[src/rtl/timing_relay_pkg.sv]
// Package: modes, ranges, diagnostic codes and timing constants of the safety timing relay
package timing_relay_pkg;

    // Operating modes
    localparam logic [2:0] MODE_ON_DELAY    = 3'h0;
    localparam logic [2:0] MODE_OFF_DELAY   = 3'h1;
    localparam logic [2:0] MODE_ON_OFF      = 3'h2;
    localparam logic [2:0] MODE_OFF_RETRIG  = 3'h3;
    localparam logic [2:0] MODE_PULSE       = 3'h4;
    localparam logic [2:0] MODE_FLASH       = 3'h5;

    // Time ranges
    localparam logic [1:0] RANGE_SEC        = 2'h0;
    localparam logic [1:0] RANGE_MIN_SEC    = 2'h1;
    localparam logic [1:0] RANGE_HOUR_MIN   = 2'h2;

    // Clock and resolution figures
    localparam int CLK_HZ                   = 10_000_000;
    localparam int STEP_SEC_MS              = 50;
    localparam int STEP_MIN_SEC_S           = 1;
    localparam int STEP_HOUR_MIN_MIN        = 1;
    localparam int CYC_SEC                  = CLK_HZ / 1000 * STEP_SEC_MS;
    localparam int CYC_MIN_SEC              = CLK_HZ * STEP_MIN_SEC_S;
    localparam int CYC_HOUR_MIN             = CLK_HZ * 60 * STEP_HOUR_MIN_MIN;
    localparam int SEC_MAX_MS               = 999_950;

    // Time value width (ms up to 999950, or seconds/minutes up to 5999)
    localparam int TW                       = 20;

    // Diagnostic codes
    localparam logic [15:0] DG_NO_ENABLE    = 16'h0000;
    localparam logic [15:0] DG_WAIT_START   = 16'h2001;
    localparam logic [15:0] DG_WAIT_FALL_0  = 16'h200B;
    localparam logic [15:0] DG_RUN_0        = 16'h200C;
    localparam logic [15:0] DG_STOP_0       = 16'h200D;
    localparam logic [15:0] DG_ACTIVE       = 16'h800C;
    localparam logic [15:0] DG_WAIT_FALL_1  = 16'h800D;
    localparam logic [15:0] DG_RUN_1        = 16'h800E;
    localparam logic [15:0] DG_STOP_1       = 16'h800F;
    localparam logic [15:0] DG_ERROR        = 16'hF001;

endpackage : timing_relay_pkg

[src/rtl/safety_timing_relay.sv]
// Safety timing relay: six switching modes driven by activation, trigger and hold coils
// Operation
// - Drop of activation deactivates, opens enable
// - Trigger starts timing per selected mode
// - Hold coil freezes elapsed time
// - Fault contact closes on error
// - Time values scaled by range, ms rounded
// - On-delay closes after full time held
// - Early trigger drop aborts on-delay
// - Off-delay runs after trigger falls
// - Non-retrig off-delay partial intervals accumulate
// - Retrigger clears elapsed time
// - Combined mode: T1 on, T2 off
// - Combined: early drop, no output
// - Combined: hold suspends both delays
// - Combined: hold ignored while steady on
// - Pulse lasts exactly set time
// - Flash mark T1, space T2
// - Flash symmetry by values, hold suspends
// - Resolution 50 ms, 1 s, 1 min
// - Tolerance 50 ms, late expiry seen later
// - Diagnostic word reports state codes
// - Elapsed output shows running time
`timescale 1ns/1ps
module safety_timing_relay #(
    parameter int CYC_SEC      = timing_relay_pkg::CYC_SEC,
    parameter int CYC_MIN_SEC  = timing_relay_pkg::CYC_MIN_SEC,
    parameter int CYC_HOUR_MIN = timing_relay_pkg::CYC_HOUR_MIN
) (
    input  wire logic                          CORE_CLK_I,
    input  wire logic                          NRST_I,
    input  wire logic                          CLK_EN_I,
    input  wire logic                          SAFETY_ACTIVATE_COIL_I,
    input  wire logic                          TRIGGER_COIL_I,
    input  wire logic                          HOLD_COIL_I,
    input  wire logic [2:0]                    MODE_I,
    input  wire logic [1:0]                    RANGE_I,
    input  wire logic [timing_relay_pkg::TW-1:0] TIME_VALUE_ONE_I,
    input  wire logic [timing_relay_pkg::TW-1:0] TIME_VALUE_TWO_I,
    output logic                               ENABLE_CONTACT_O,
    output logic                               FAULT_CONTACT_O,
    output logic [timing_relay_pkg::TW-1:0]    ELAPSED_VALUE_OUT_O,
    output logic [15:0]                        DIAGNOSTIC_WORD_O
);
    import timing_relay_pkg::*;

    // ************************************************************
    // Types and signals
    // ************************************************************
    typedef enum logic [5:0] {
        ST_IDLE     = 6'b000001,
        ST_WAIT     = 6'b000010,
        ST_ON_RUN   = 6'b000100,
        ST_ACTIVE   = 6'b001000,
        ST_OFF_RUN  = 6'b010000,
        ST_WAIT_LOW = 6'b100000
    } state_type;

    state_type         state_reg;
    state_type         state_next;
    logic [TW-1:0]     elapsed_reg;
    logic [TW-1:0]     elapsed_next;
    logic              out_reg;
    logic              out_next;
    logic              phase_reg;
    logic              phase_next;
    logic              fault_reg;
    logic [15:0]       diag_reg;
    logic              act_s1_reg;
    logic              act_s2_reg;
    logic              trg_s1_reg;
    logic              trg_s2_reg;
    logic              hld_s1_reg;
    logic              hld_s2_reg;
    logic              trg_d_reg;
    logic              tick;
    logic              running;
    logic              step_clear;
    logic [TW-1:0]     set_one;
    logic [TW-1:0]     set_two;
    logic [TW-1:0]     target;
    logic              expired;
    logic              trg_rise;
    logic              bad_cfg;

    // ************************************************************
    // Helpers
    // ************************************************************
    // Set time in ticks; ms values round up to a whole 50 ms step
    function automatic logic [TW-1:0] to_ticks(input logic [1:0] rng, input logic [TW-1:0] val);
        logic [TW-1:0] steps;
        steps = '0;
        if (rng == RANGE_SEC) begin
            steps = TW'((32'(val) + 32'(STEP_SEC_MS) - 32'h1) / 32'(STEP_SEC_MS));
        end else begin
            steps = val;
        end
        return steps;
    endfunction : to_ticks

    assign set_one = to_ticks(RANGE_I, TIME_VALUE_ONE_I);
    assign set_two = to_ticks(RANGE_I, TIME_VALUE_TWO_I);

    // ************************************************************
    // Input synchronisers
    // ************************************************************
    // Coils may come from unrelated logic, so two stages each
    always_ff @(posedge CORE_CLK_I or negedge NRST_I) begin
        if (!NRST_I) begin
            act_s1_reg <= 1'b0;
            act_s2_reg <= 1'b0;
            trg_s1_reg <= 1'b0;
            trg_s2_reg <= 1'b0;
            hld_s1_reg <= 1'b0;
            hld_s2_reg <= 1'b0;
            trg_d_reg  <= 1'b0;
        end else if (CLK_EN_I) begin
            act_s1_reg <= SAFETY_ACTIVATE_COIL_I;
            act_s2_reg <= act_s1_reg;
            trg_s1_reg <= TRIGGER_COIL_I;
            trg_s2_reg <= trg_s1_reg;
            hld_s1_reg <= HOLD_COIL_I;
            hld_s2_reg <= hld_s1_reg;
            trg_d_reg  <= trg_s2_reg;
        end
    end

    assign trg_rise = trg_s2_reg && !trg_d_reg;

    // ************************************************************
    // Time base
    // ************************************************************
    // Only timing states run the base; hold freezes it mid-step
    assign running = (state_reg == ST_ON_RUN || state_reg == ST_OFF_RUN) && !hld_s2_reg;
    // Step phase restarts outside timing states, so each run entered from a non-timing state starts on a whole step
    assign step_clear = (state_reg != ST_ON_RUN) && (state_reg != ST_OFF_RUN);

    tick_base #(
        .CYC_SEC      (CYC_SEC),
        .CYC_MIN_SEC  (CYC_MIN_SEC),
        .CYC_HOUR_MIN (CYC_HOUR_MIN)
    ) u_tick (
        .clk_i   (CORE_CLK_I),
        .nrst_i  (NRST_I),
        .ce_i    (CLK_EN_I),
        .range_i (RANGE_I),
        .run_i   (running),
        .clear_i (step_clear),
        .tick_o  (tick)
    );

    // Target of the interval now running
    always_comb begin
        target = set_one;
        if ((MODE_I == MODE_ON_OFF || MODE_I == MODE_FLASH) && state_reg == ST_OFF_RUN) begin
            target = set_two;
        end
    end

    // Expiry is seen on the cycle after the final tick lands
    assign expired = (elapsed_reg >= target);

    // Unknown mode or range, or a first time value above SEC_MAX_MS in the ms range, is an error
    assign bad_cfg = (MODE_I > MODE_FLASH) || (RANGE_I > RANGE_HOUR_MIN) ||
                     (RANGE_I == RANGE_SEC && TIME_VALUE_ONE_I > TW'(SEC_MAX_MS));

    // ************************************************************
    // Mode state machine
    // ************************************************************
    always_comb begin
        state_next   = state_reg;
        elapsed_next = elapsed_reg;
        out_next     = out_reg;
        phase_next   = phase_reg;
        if (tick) begin
            elapsed_next = elapsed_reg + TW'(1);
        end
        if (!act_s2_reg || fault_reg) begin
            state_next   = ST_IDLE;
            elapsed_next = '0;
            out_next     = 1'b0;
            phase_next   = 1'b0;
        end else begin
            case (state_reg)
                ST_IDLE: begin
                    state_next = ST_WAIT;
                end
                ST_WAIT: begin
                    elapsed_next = '0;
                    if (trg_s2_reg) begin
                        case (MODE_I)
                            MODE_OFF_DELAY, MODE_OFF_RETRIG: begin
                                state_next = ST_ACTIVE;
                                out_next   = 1'b1;
                            end
                            MODE_PULSE: begin
                                state_next = ST_OFF_RUN;
                                out_next   = 1'b1;
                            end
                            MODE_FLASH: begin
                                state_next = ST_OFF_RUN;
                                out_next   = 1'b1;
                                phase_next = 1'b0;
                            end
                            default: begin
                                state_next = ST_ON_RUN;
                            end
                        endcase
                    end
                end
                ST_ON_RUN: begin
                    if (!trg_s2_reg) begin
                        state_next   = ST_WAIT;
                        elapsed_next = '0;
                    end else if (expired) begin
                        state_next   = ST_ACTIVE;
                        out_next     = 1'b1;
                        elapsed_next = '0;
                    end
                end
                ST_ACTIVE: begin
                    // Hold coil has no bearing here: nothing is timing
                    if (!trg_s2_reg) begin
                        if (MODE_I == MODE_ON_DELAY) begin
                            state_next = ST_WAIT;
                            out_next   = 1'b0;
                        end else begin
                            state_next = ST_OFF_RUN;
                        end
                    end
                end
                ST_OFF_RUN: begin
                    if (MODE_I == MODE_FLASH) begin
                        if (!trg_s2_reg) begin
                            state_next = ST_WAIT;
                            out_next   = 1'b0;
                        end else if (elapsed_reg >= (phase_reg ? set_two : set_one)) begin
                            phase_next   = !phase_reg;
                            out_next     = phase_reg;
                            elapsed_next = '0;
                        end
                    end else if (MODE_I == MODE_PULSE) begin
                        if (expired) begin
                            out_next   = 1'b0;
                            state_next = trg_s2_reg ? ST_WAIT_LOW : ST_WAIT;
                        end
                    end else if (expired) begin
                        state_next = ST_WAIT;
                        out_next   = 1'b0;
                    end else if (trg_rise) begin
                        // Retrig clears; plain off-delay keeps the partial sum
                        if (MODE_I == MODE_OFF_RETRIG) begin
                            elapsed_next = '0;
                        end
                    end else if (trg_s2_reg) begin
                        elapsed_next = elapsed_reg;
                    end
                end
                ST_WAIT_LOW: begin
                    if (!trg_s2_reg) begin
                        state_next = ST_WAIT;
                    end
                end
                default: begin
                    state_next = ST_IDLE;
                end
            endcase
        end
    end

    always_ff @(posedge CORE_CLK_I or negedge NRST_I) begin
        if (!NRST_I) begin
            state_reg   <= ST_IDLE;
            elapsed_reg <= '0;
            out_reg     <= 1'b0;
            phase_reg   <= 1'b0;
        end else if (CLK_EN_I) begin
            state_reg   <= state_next;
            elapsed_reg <= elapsed_next;
            out_reg     <= out_next;
            phase_reg   <= phase_next;
        end
    end

    // ************************************************************
    // Fault and diagnostics
    // ************************************************************
    // Fault latched while activated; cleared only by deactivation
    always_ff @(posedge CORE_CLK_I or negedge NRST_I) begin
        if (!NRST_I) begin
            fault_reg <= 1'b0;
        end else if (CLK_EN_I) begin
            if (bad_cfg && act_s2_reg) begin
                fault_reg <= 1'b1;
            end else if (!act_s2_reg) begin
                fault_reg <= 1'b0;
            end
        end
    end

    always_ff @(posedge CORE_CLK_I or negedge NRST_I) begin
        if (!NRST_I) begin
            diag_reg <= DG_NO_ENABLE;
        end else if (CLK_EN_I) begin
            if (fault_reg) begin
                diag_reg <= DG_ERROR;
            end else if (state_reg == ST_IDLE) begin
                diag_reg <= DG_NO_ENABLE;
            end else if (state_reg == ST_WAIT) begin
                diag_reg <= DG_WAIT_START;
            end else if (state_reg == ST_ON_RUN || state_reg == ST_OFF_RUN) begin
                if (hld_s2_reg) begin
                    diag_reg <= out_reg ? DG_STOP_1 : DG_STOP_0;
                end else begin
                    diag_reg <= out_reg ? DG_RUN_1 : DG_RUN_0;
                end
            end else if (state_reg == ST_WAIT_LOW) begin
                diag_reg <= out_reg ? DG_WAIT_FALL_1 : DG_WAIT_FALL_0;
            end else begin
                diag_reg <= DG_ACTIVE;
            end
        end
    end

    assign ENABLE_CONTACT_O    = out_reg;
    assign FAULT_CONTACT_O     = fault_reg;
    assign ELAPSED_VALUE_OUT_O = elapsed_reg;
    assign DIAGNOSTIC_WORD_O   = diag_reg;
endmodule : safety_timing_relay

[src/rtl/tick_base.sv]
// Time base: emits one tick per resolution step of the selected range
`timescale 1ns/1ps
module tick_base #(
    parameter int CYC_SEC      = 500_000,
    parameter int CYC_MIN_SEC  = 10_000_000,
    parameter int CYC_HOUR_MIN = 600_000_000
) (
    input  wire logic       clk_i,
    input  wire logic       nrst_i,
    input  wire logic       ce_i,
    input  wire logic [1:0] range_i,
    input  wire logic       run_i,
    input  wire logic       clear_i,
    output logic            tick_o
);
    import timing_relay_pkg::*;

    logic [31:0] cnt_reg;
    logic [31:0] limit;

    // Cycles per step for the selected range
    always_comb begin
        if (range_i == RANGE_SEC) begin
            limit = 32'(CYC_SEC);
        end else if (range_i == RANGE_MIN_SEC) begin
            limit = 32'(CYC_MIN_SEC);
        end else begin
            limit = 32'(CYC_HOUR_MIN);
        end
    end

    // Counter holds while not running unless clear_i is set, so a stop resumes mid-step
    always_ff @(posedge clk_i or negedge nrst_i) begin
        if (!nrst_i) begin
            cnt_reg <= 32'h0000_0000;
        end else if (ce_i && clear_i) begin
            cnt_reg <= 32'h0000_0000;
        end else if (ce_i && run_i) begin
            if (cnt_reg >= limit - 32'h0000_0001) begin
                cnt_reg <= 32'h0000_0000;
            end else begin
                cnt_reg <= cnt_reg + 32'h0000_0001;
            end
        end
    end

    assign tick_o = ce_i && run_i && (cnt_reg >= limit - 32'h0000_0001);

endmodule : tick_base

[config.mk]
export PLATFORM = sky130hd
export DESIGN_NAME = safety_timing_relay
export DESIGN_NICKNAME = d
export VERILOG_FILES = /design/src/rtl/timing_relay_pkg.sv /design/src/rtl/safety_timing_relay.sv /design/src/rtl/tick_base.sv
export SDC_FILE = /design/constraint.sdc
export NUM_CORES = 1
export LEC_CHECK = 0
export ABC_AREA = 1
export BUFFER_PORTS_ARGS = -buffer_cell sky130_fd_sc_hd__buf_2
export CORE_UTILIZATION = 45
export DETAILED_ROUTE_END_ITERATION = 8
export SKIP_CTS_REPAIR_TIMING = 1
export SYNTH_ARGS = -nofsm -noshare
export SYNTH_HDL_FRONTEND = slang
export SYNTH_SLANG_ARGS = --single-unit
[constraint.sdc]
create_clock -name CORE_CLK_I -period 7.6 [get_ports CORE_CLK_I]
set_input_delay 1.52 -clock CORE_CLK_I [delete_from_list [all_inputs] [get_ports CORE_CLK_I]]
set_output_delay 1.52 -clock CORE_CLK_I [all_outputs]
set_load 0.02 [all_outputs]
=== Word level (Yosys, flattened, before mapping) ===
Cells that the tools add are included.

* Bitwise gates (word level): 0
* Mux-type cells: 66
* Reductions and logical operators: 31
* $lt $le $gt $ge: 6
* Multiply operators: 0
* Equality and inequality tests: 29
* Add/sub/neg operators: 7
* Shift operators: 0
* Div/mod/pow operators: 2

{| class="wikitable"
|+ Operators by type and width
! cell !! number
|-
| $mux W20 || 16
|-
| $mux W16 || 9
|-
| $mux W32 || 3
|-
| $mux W6 || 11
|-
| $div A32 B6 Y32 const B || 2
|-
| $mux W30 || 2
|-
| $pmux W20 S3 || 1
|-
| $sub A21 B1 Y22 const B || 2
|-
| $add A20 B6 Y21 const B || 2
|-
| $ge A20 B20 Y1 || 2
|-
| $pmux W6 S6 || 1
|-
| $add A32 B1 Y32 const B || 1
|-
| $ge A32 B32 Y1 || 1
|-
| $sub A32 B1 Y32 const B || 1
|-
| $ne A3 B3 Y1 const B || 10
|-
| $add A20 B1 Y20 const B || 1
|-
| $gt A20 B20 Y1 const B || 1
|-
| $mux W1 || 19
|-
| $pmux W5 S2 || 1
|-
| $reduce_and A10 Y1 || 1
|-
| $logic_and A1 B1 Y1 || 9
|-
| $ne A4 B4 Y1 const B || 2
|-
| $ne A7 B7 Y1 const B || 1
|-
| $reduce_and A7 Y1 || 1
|-
| 30 further kinds || 41
|}

* Memories: 0
* Flip-flop bits (word level): 84
* Memory bits (read-only): 0
* RAM bits: 0
* Input bits: 51
* Latch bits: 0
* Logic and storage cells: 155

=== Logic depth before layout (Yosys ltp) ===
* Word-level depth: 14
* Gate-level depth with buffers: 119
* Gate-level depth less buffers: 119

=== Hierarchy ===
From an unflattened synthesis, not the netlist that was laid out.

* Cells, all modules: 2140
* Area, all modules: 12821.0 um2

{| class="wikitable"
|+ Modules (own cells, without submodules)
! module !! seq. area each (um2) !! cells an instance !! area an instance (um2) !! times used
|-
| safety_timing_relay || 1077.3 || 1691 || 9863.2 || 1
|-
| tick_base || 800.8 || 449 || 2957.8 || 1
|}

=== Worst setup path before layout ===
OpenSTA, ideal clock, no wires.

* Path type: input to register
* Start point: in TIME_VALUE_TWO_I[0] (netlist bit)
* End point: reg elapsed_reg[14] (netlist: ELAPSED_VALUE_OUT_O[14])
* Data arrival time: 11.286 ns
* Cell stages on the path: 100
* Buffers on the path: 1
* Setup slack: -3.822 ns
* Cells stage by stage: ha_1 nand3_1 nand2_2 nand2_4 nor2_4 nand3_2 xor2_1 nand2_1 inv_2 nand2_4 nand3_1 nand4_2 nand2_2 nand2_4 nand2_1 nand2_1 nor2_4 nand2_4 (+64 left out) o21ai_0 inv_1 o2111ai_1 nand2_1 a21oi_1 nor2_1 a211oi_1 nor2_1 a2111o_1 nor2_1 inv_1 o311ai_0 o211ai_1 nand2_1 nand2_1 inv_1 clkbuf_1 nor3b_1

* Word-level cells in the longest chain between the ends: 11

{| class="wikitable"
|+ Ends and longest elaborated chain
! item !! RTL line !! RTL
|-
| start, declared || safety_timing_relay.sv:39 || <nowiki>input wire logic [timing_relay_pkg::TW-1:0] TIME_VALUE_TWO_I,</nowiki>
|-
| $add A20 B6 Y21 || safety_timing_relay.sv:94 || <nowiki>steps = TW'((32'(val) + 32'(STEP_SEC_MS) - 32'h1) / 32'(STEP_SEC_MS));</nowiki>
|-
| $sub A21 B1 Y22 || safety_timing_relay.sv:94 ||
|-
| $div A32 B6 Y32 || safety_timing_relay.sv:94 ||
|-
| $mux W20 * || safety_timing_relay.sv:93 || <nowiki>if (rng == RANGE_SEC) begin</nowiki>
|-
| $mux W20 (on tied branches) || safety_timing_relay.sv:155, safety_timing_relay.sv:237 ||
|-
| $ge A20 B20 Y1 (on tied branches) || safety_timing_relay.sv:161, safety_timing_relay.sv:237 ||
|-
| $mux W20 (on tied branches) || safety_timing_relay.sv:247, safety_timing_relay.sv:237 ||
|-
| $mux W20 (on tied branches) || safety_timing_relay.sv:242, safety_timing_relay.sv:234 ||
|-
| $mux W20 || safety_timing_relay.sv:233 || <nowiki>if (MODE_I == MODE_FLASH) begin</nowiki>
|-
| $pmux W20 S3 || safety_timing_relay.sv:184 || <nowiki>case (state_reg)</nowiki>
|-
| $mux W20 || safety_timing_relay.sv:178 || <nowiki>if (!act_s2_reg || fault_reg) begin</nowiki>
|-
| end signal, assigned || safety_timing_relay.sv:279 || <nowiki>elapsed_reg <= elapsed_next;</nowiki>
|-
| end, declared || safety_timing_relay.sv:61 || <nowiki>logic [TW-1:0] elapsed_reg;</nowiki>
|}

Mark *: on every way between the ends. The rest lies on a longest branch, timed or not.
A chain may end at the register's enable or synchronous reset.

=== Worst setup path in the final report ===
* Start point: in TIME_VALUE_ONE_I[2] (netlist bit)
* End point: reg elapsed_reg[18] (netlist: ELAPSED_VALUE_OUT_O[18])

* Word-level cells in the longest chain between the ends: 11

{| class="wikitable"
|+ Ends and longest elaborated chain
! item !! RTL line !! RTL
|-
| start, declared || safety_timing_relay.sv:38 || <nowiki>input wire logic [timing_relay_pkg::TW-1:0] TIME_VALUE_ONE_I,</nowiki>
|-
| $add A20 B6 Y21 || safety_timing_relay.sv:94 ||
|-
| $sub A21 B1 Y22 || safety_timing_relay.sv:94 ||
|-
| $div A32 B6 Y32 || safety_timing_relay.sv:94 ||
|-
| $mux W20 * || safety_timing_relay.sv:93 ||
|-
| $mux W20 (on tied branches) || safety_timing_relay.sv:155, safety_timing_relay.sv:237 ||
|-
| $ge A20 B20 Y1 (on tied branches) || safety_timing_relay.sv:161, safety_timing_relay.sv:237 ||
|-
| $mux W20 (on tied branches) || safety_timing_relay.sv:247, safety_timing_relay.sv:237 ||
|-
| $mux W20 (on tied branches) || safety_timing_relay.sv:242, safety_timing_relay.sv:234 ||
|-
| $mux W20 || safety_timing_relay.sv:233 ||
|-
| $pmux W20 S3 || safety_timing_relay.sv:184 ||
|-
| $mux W20 || safety_timing_relay.sv:178 ||
|}

Marks and branches as above.

==> out/metrics.cfg <==
[outcome]
run_status = finished, violations left
violations = setup timing

[critical_path]
cp-start-kind = input port
critPathTopFamily = simple AND/OR/NAND/NOR gates
critPathMostFrequentCell = sky130_fd_sc_hd__nand2_4
worst_path_buf_inv = 9
critical_path.endpoint_type = flop
crit_type = in2reg
cp_data_required_time_ns = 7.80
cp_max_fo = 7
critical-path-slowest-cell = sky130_fd_sc_hd__a2111o_1
timing.critical_path.slowest_cell_delay_ns = 0.39
crit_arrival_ns = 12.12

[logic_synthesis]
ys.warnings.count = 0
synth_compound_gate_area_share = 0.148
post_synthesis_register_bit_count = 75
synth_top_cells_by_area = sky130_fd_sc_hd__dfrtp_1 15%, sky130_fd_sc_hd__nand2_1 13%, sky130_fd_sc_hd__inv_1 7.9%
synth_edf_count = 0
synth_cell_types = 74
synthXorXnorAreaFrac = 0.0318
yosys-mux-area-fraction = 0
yosysTopAreaCell = sky130_fd_sc_hd__dfrtp_1
post_synth_fa_ha_maj_area_fraction = 0.0709
synth-simple-area-share = 0.480
synth_area_per_cell_sq_um = 6.37
largest_family_of_logic_cells_by_synthesized_area = simple AND/OR/NAND/NOR gates
postSynthCellCount = 1940
synth_async_sr_flop_share = 1.00
synth_top_flop_cell = sky130_fd_sc_hd__dfrtp_1
synth_largest_type_area_fraction = 0.150
synth.yosys.seq_area_share = 0.152
post_synth_instance_area_sq_um = 12400

[final_layout]
most_common_cell_after_layout_fill_and_taps_aside = sky130_fd_sc_hd__nand2_1
filler_cell_count = 2527
commonest_non_fill_non_tap_cells_in_the_layout = 387 x sky130_fd_sc_hd__nand2_1, 351 x sky130_fd_sc_hd__buf_4, 245 x sky130_fd_sc_hd__inv_1, 134 x sky130_fd_sc_hd__nand3_1, 115 x sky130_fd_sc_hd__nand2_4
area_delta_synth_final_pct = 39.6
layout-drive-gt1-share = 0.394
largest_reg_flops = 32
nets = 2482
antennaDiodeCount = 0

[run]
drv.max_cap_violation_count = 0

[sta]
fmax_mhz = 83.9
min_period_ns = 11.92
finalClockSkew_ns = 0.00639
postLayoutSetupSlackWorst_ns = -4.32
timing_max_transition_violations_final = 0
finalHoldViolations = 0
timing.hold.ws_ns = 0.469
max_slew.worst_pin.slew_ns = 1.10
min_period_over_period = 1.57
setup_repair_after_global_routing_missed_its_margin = yes
slew_headroom = 0.265
setup-violations-final = 28

[clock_network]
tritoncts.num_buffers = 9
htreeDepth = 3
ctsRootBufferMaster = sky130_fd_sc_hd__clkbuf_16
clock_latency_ns = 0.33
clkSlewWorstSetupHoldPaths_ns = 0.06
cts_buffer_depth = 2
clock_sinks = 75
cts_tree = yes

[die]
io-pin-count = 89
fp.dieW_microns = 168
die_y_microns = 168
die-area_sq_um = 28100
start_util = 0.458
floorplan.rows = 60
standard_cell_core_area_sq_um = 27000

[global_routing]
antenna_found_initial = 0
total_routing_usage_gr = 0.252
grt_first_pass_wirelength_microns = 59400
grt_max_degree = 76
grt.overflow.total = 0
first_global_vias = 13022

[route]
detail-route-antenna-nets = 0
routed_via_density = 5.14
drtIter0Drc = 695
routedWlPerCell_microns = 13.5
drt-total-wl_microns = 36600
vias_post_dr = 13916
drc_errors = 0
drt_first_pass_iters = 5

[placed_design]
gp_routability_congestion = 0.904
dp.final_hpwl_microns = 28900
buffer_ports.inserted = 80

[min_path]
worstHoldPathType = reg2reg

==> worst paths after layout <==
path                                      from                      end  slack (ns)  depth (start not counted)
hold reg to reg                     hld_s1_reg               hld_s1_reg        0.47                          2
max in group asynchronous               NRST_I   ELAPSED_VALUE_OUT_O[9]        5.66                          1
setup reg to reg                  state_reg[2]  ELAPSED_VALUE_OUT_O[18]        2.05                         45
min in group asynchronous               NRST_I             state_reg[4]        1.32                          1
hold / removal                      hld_s1_reg               hld_s1_reg        0.47                          2
setup / recovery           TIME_VALUE_ONE_I[2]  ELAPSED_VALUE_OUT_O[18]       -4.32                        109
==> per-layer routing <==
| metal | wire [microns] | vias up | GRT usage | part of all wire |
|---|---|---|---|---|
| met5 | 0 | - | 0 | 0 |
| met1 | 16500 | 6398 | 0.326 | 0.45 |
| met3 | 1270 | 44 | 0.0215 | 0.035 |
| li1 | - | 7218 | - | - |
| met2 | 18100 | 256 | 0.446 | 0.49 |
| met4 | 719 | 0 | 0.0674 | 0.020 |
==> metrics by stage <==
stage / cell area [sq um] / utilization / TNS [ns] / cells / setup slack [ns]
final: 17300 / 0.640 / -115.28 / 2707 / -4.32
after global routing: 17300 / 0.640 / -141.65 / 2707 / -5.33
after CTS: 16000 / 0.594 / -119.69 / 2660 / -4.49
after detailed placement: 15700 / 0.582 / -128.13 / 2644 / -4.76
after global placement: 15700 / 0.582 / -123.06 / 2644 / -4.59
after floorplan: 12800 / - / -89.68 / 1949 / -3.47
==> layout make-up <==
class | instances | area, sq um | area share
sequential | 75 | 1880 | 0.109
timing repair inverter | 1 | 11.3 | 0.000653
tap | 341 | 427 | 0.0247
clock buffer | 11 | 233 | 0.0135
multi-input combinational | 1525 | 10300 | 0.594
clock inverter | 5 | 77.6 | 0.00450
timing repair buffer | 436 | 3160 | 0.183
inverter | 313 | 1210 | 0.0700
==> logic make-up (layout without fill, tap and decap cells) <==
family,after synthesis,in the layout
xor+xnor,44,44
flops,75,75
buf+inv,349,766
other cells,2,11
compound gates,312,312
fa+ha+maj,70,70
simple gates,1088,1088
==> worst register-to-register path: cells and delay by family (launching register included) <==
kind	cells	cell delay, ns
AOI/OAI and AO/OA	13	1.81
buffers and inverters	9	0.93
adders and majority gates	1	0.27
DFF	1	0.41
and+or+nand+nor	22	2.02
==> synth_stat cells (all sizes together), types with 6 or more instances <==
cell    instances
nand2         621
inv           301
nand3         186
o21ai         162
nor2          159
dfrtp          74
ha             70
nand4          65
a21oi          60
xor2           40
nor3           34
clkbuf         22
o22ai          21
buf            14
a31oi          13
clkinv         12
o211ai         11
nor4            9
a21o            7
nand3b          6
Power is left out: the tool's default activity adds up to more than one toggle a clock period on the data nets, which glitch-free logic cannot reach.
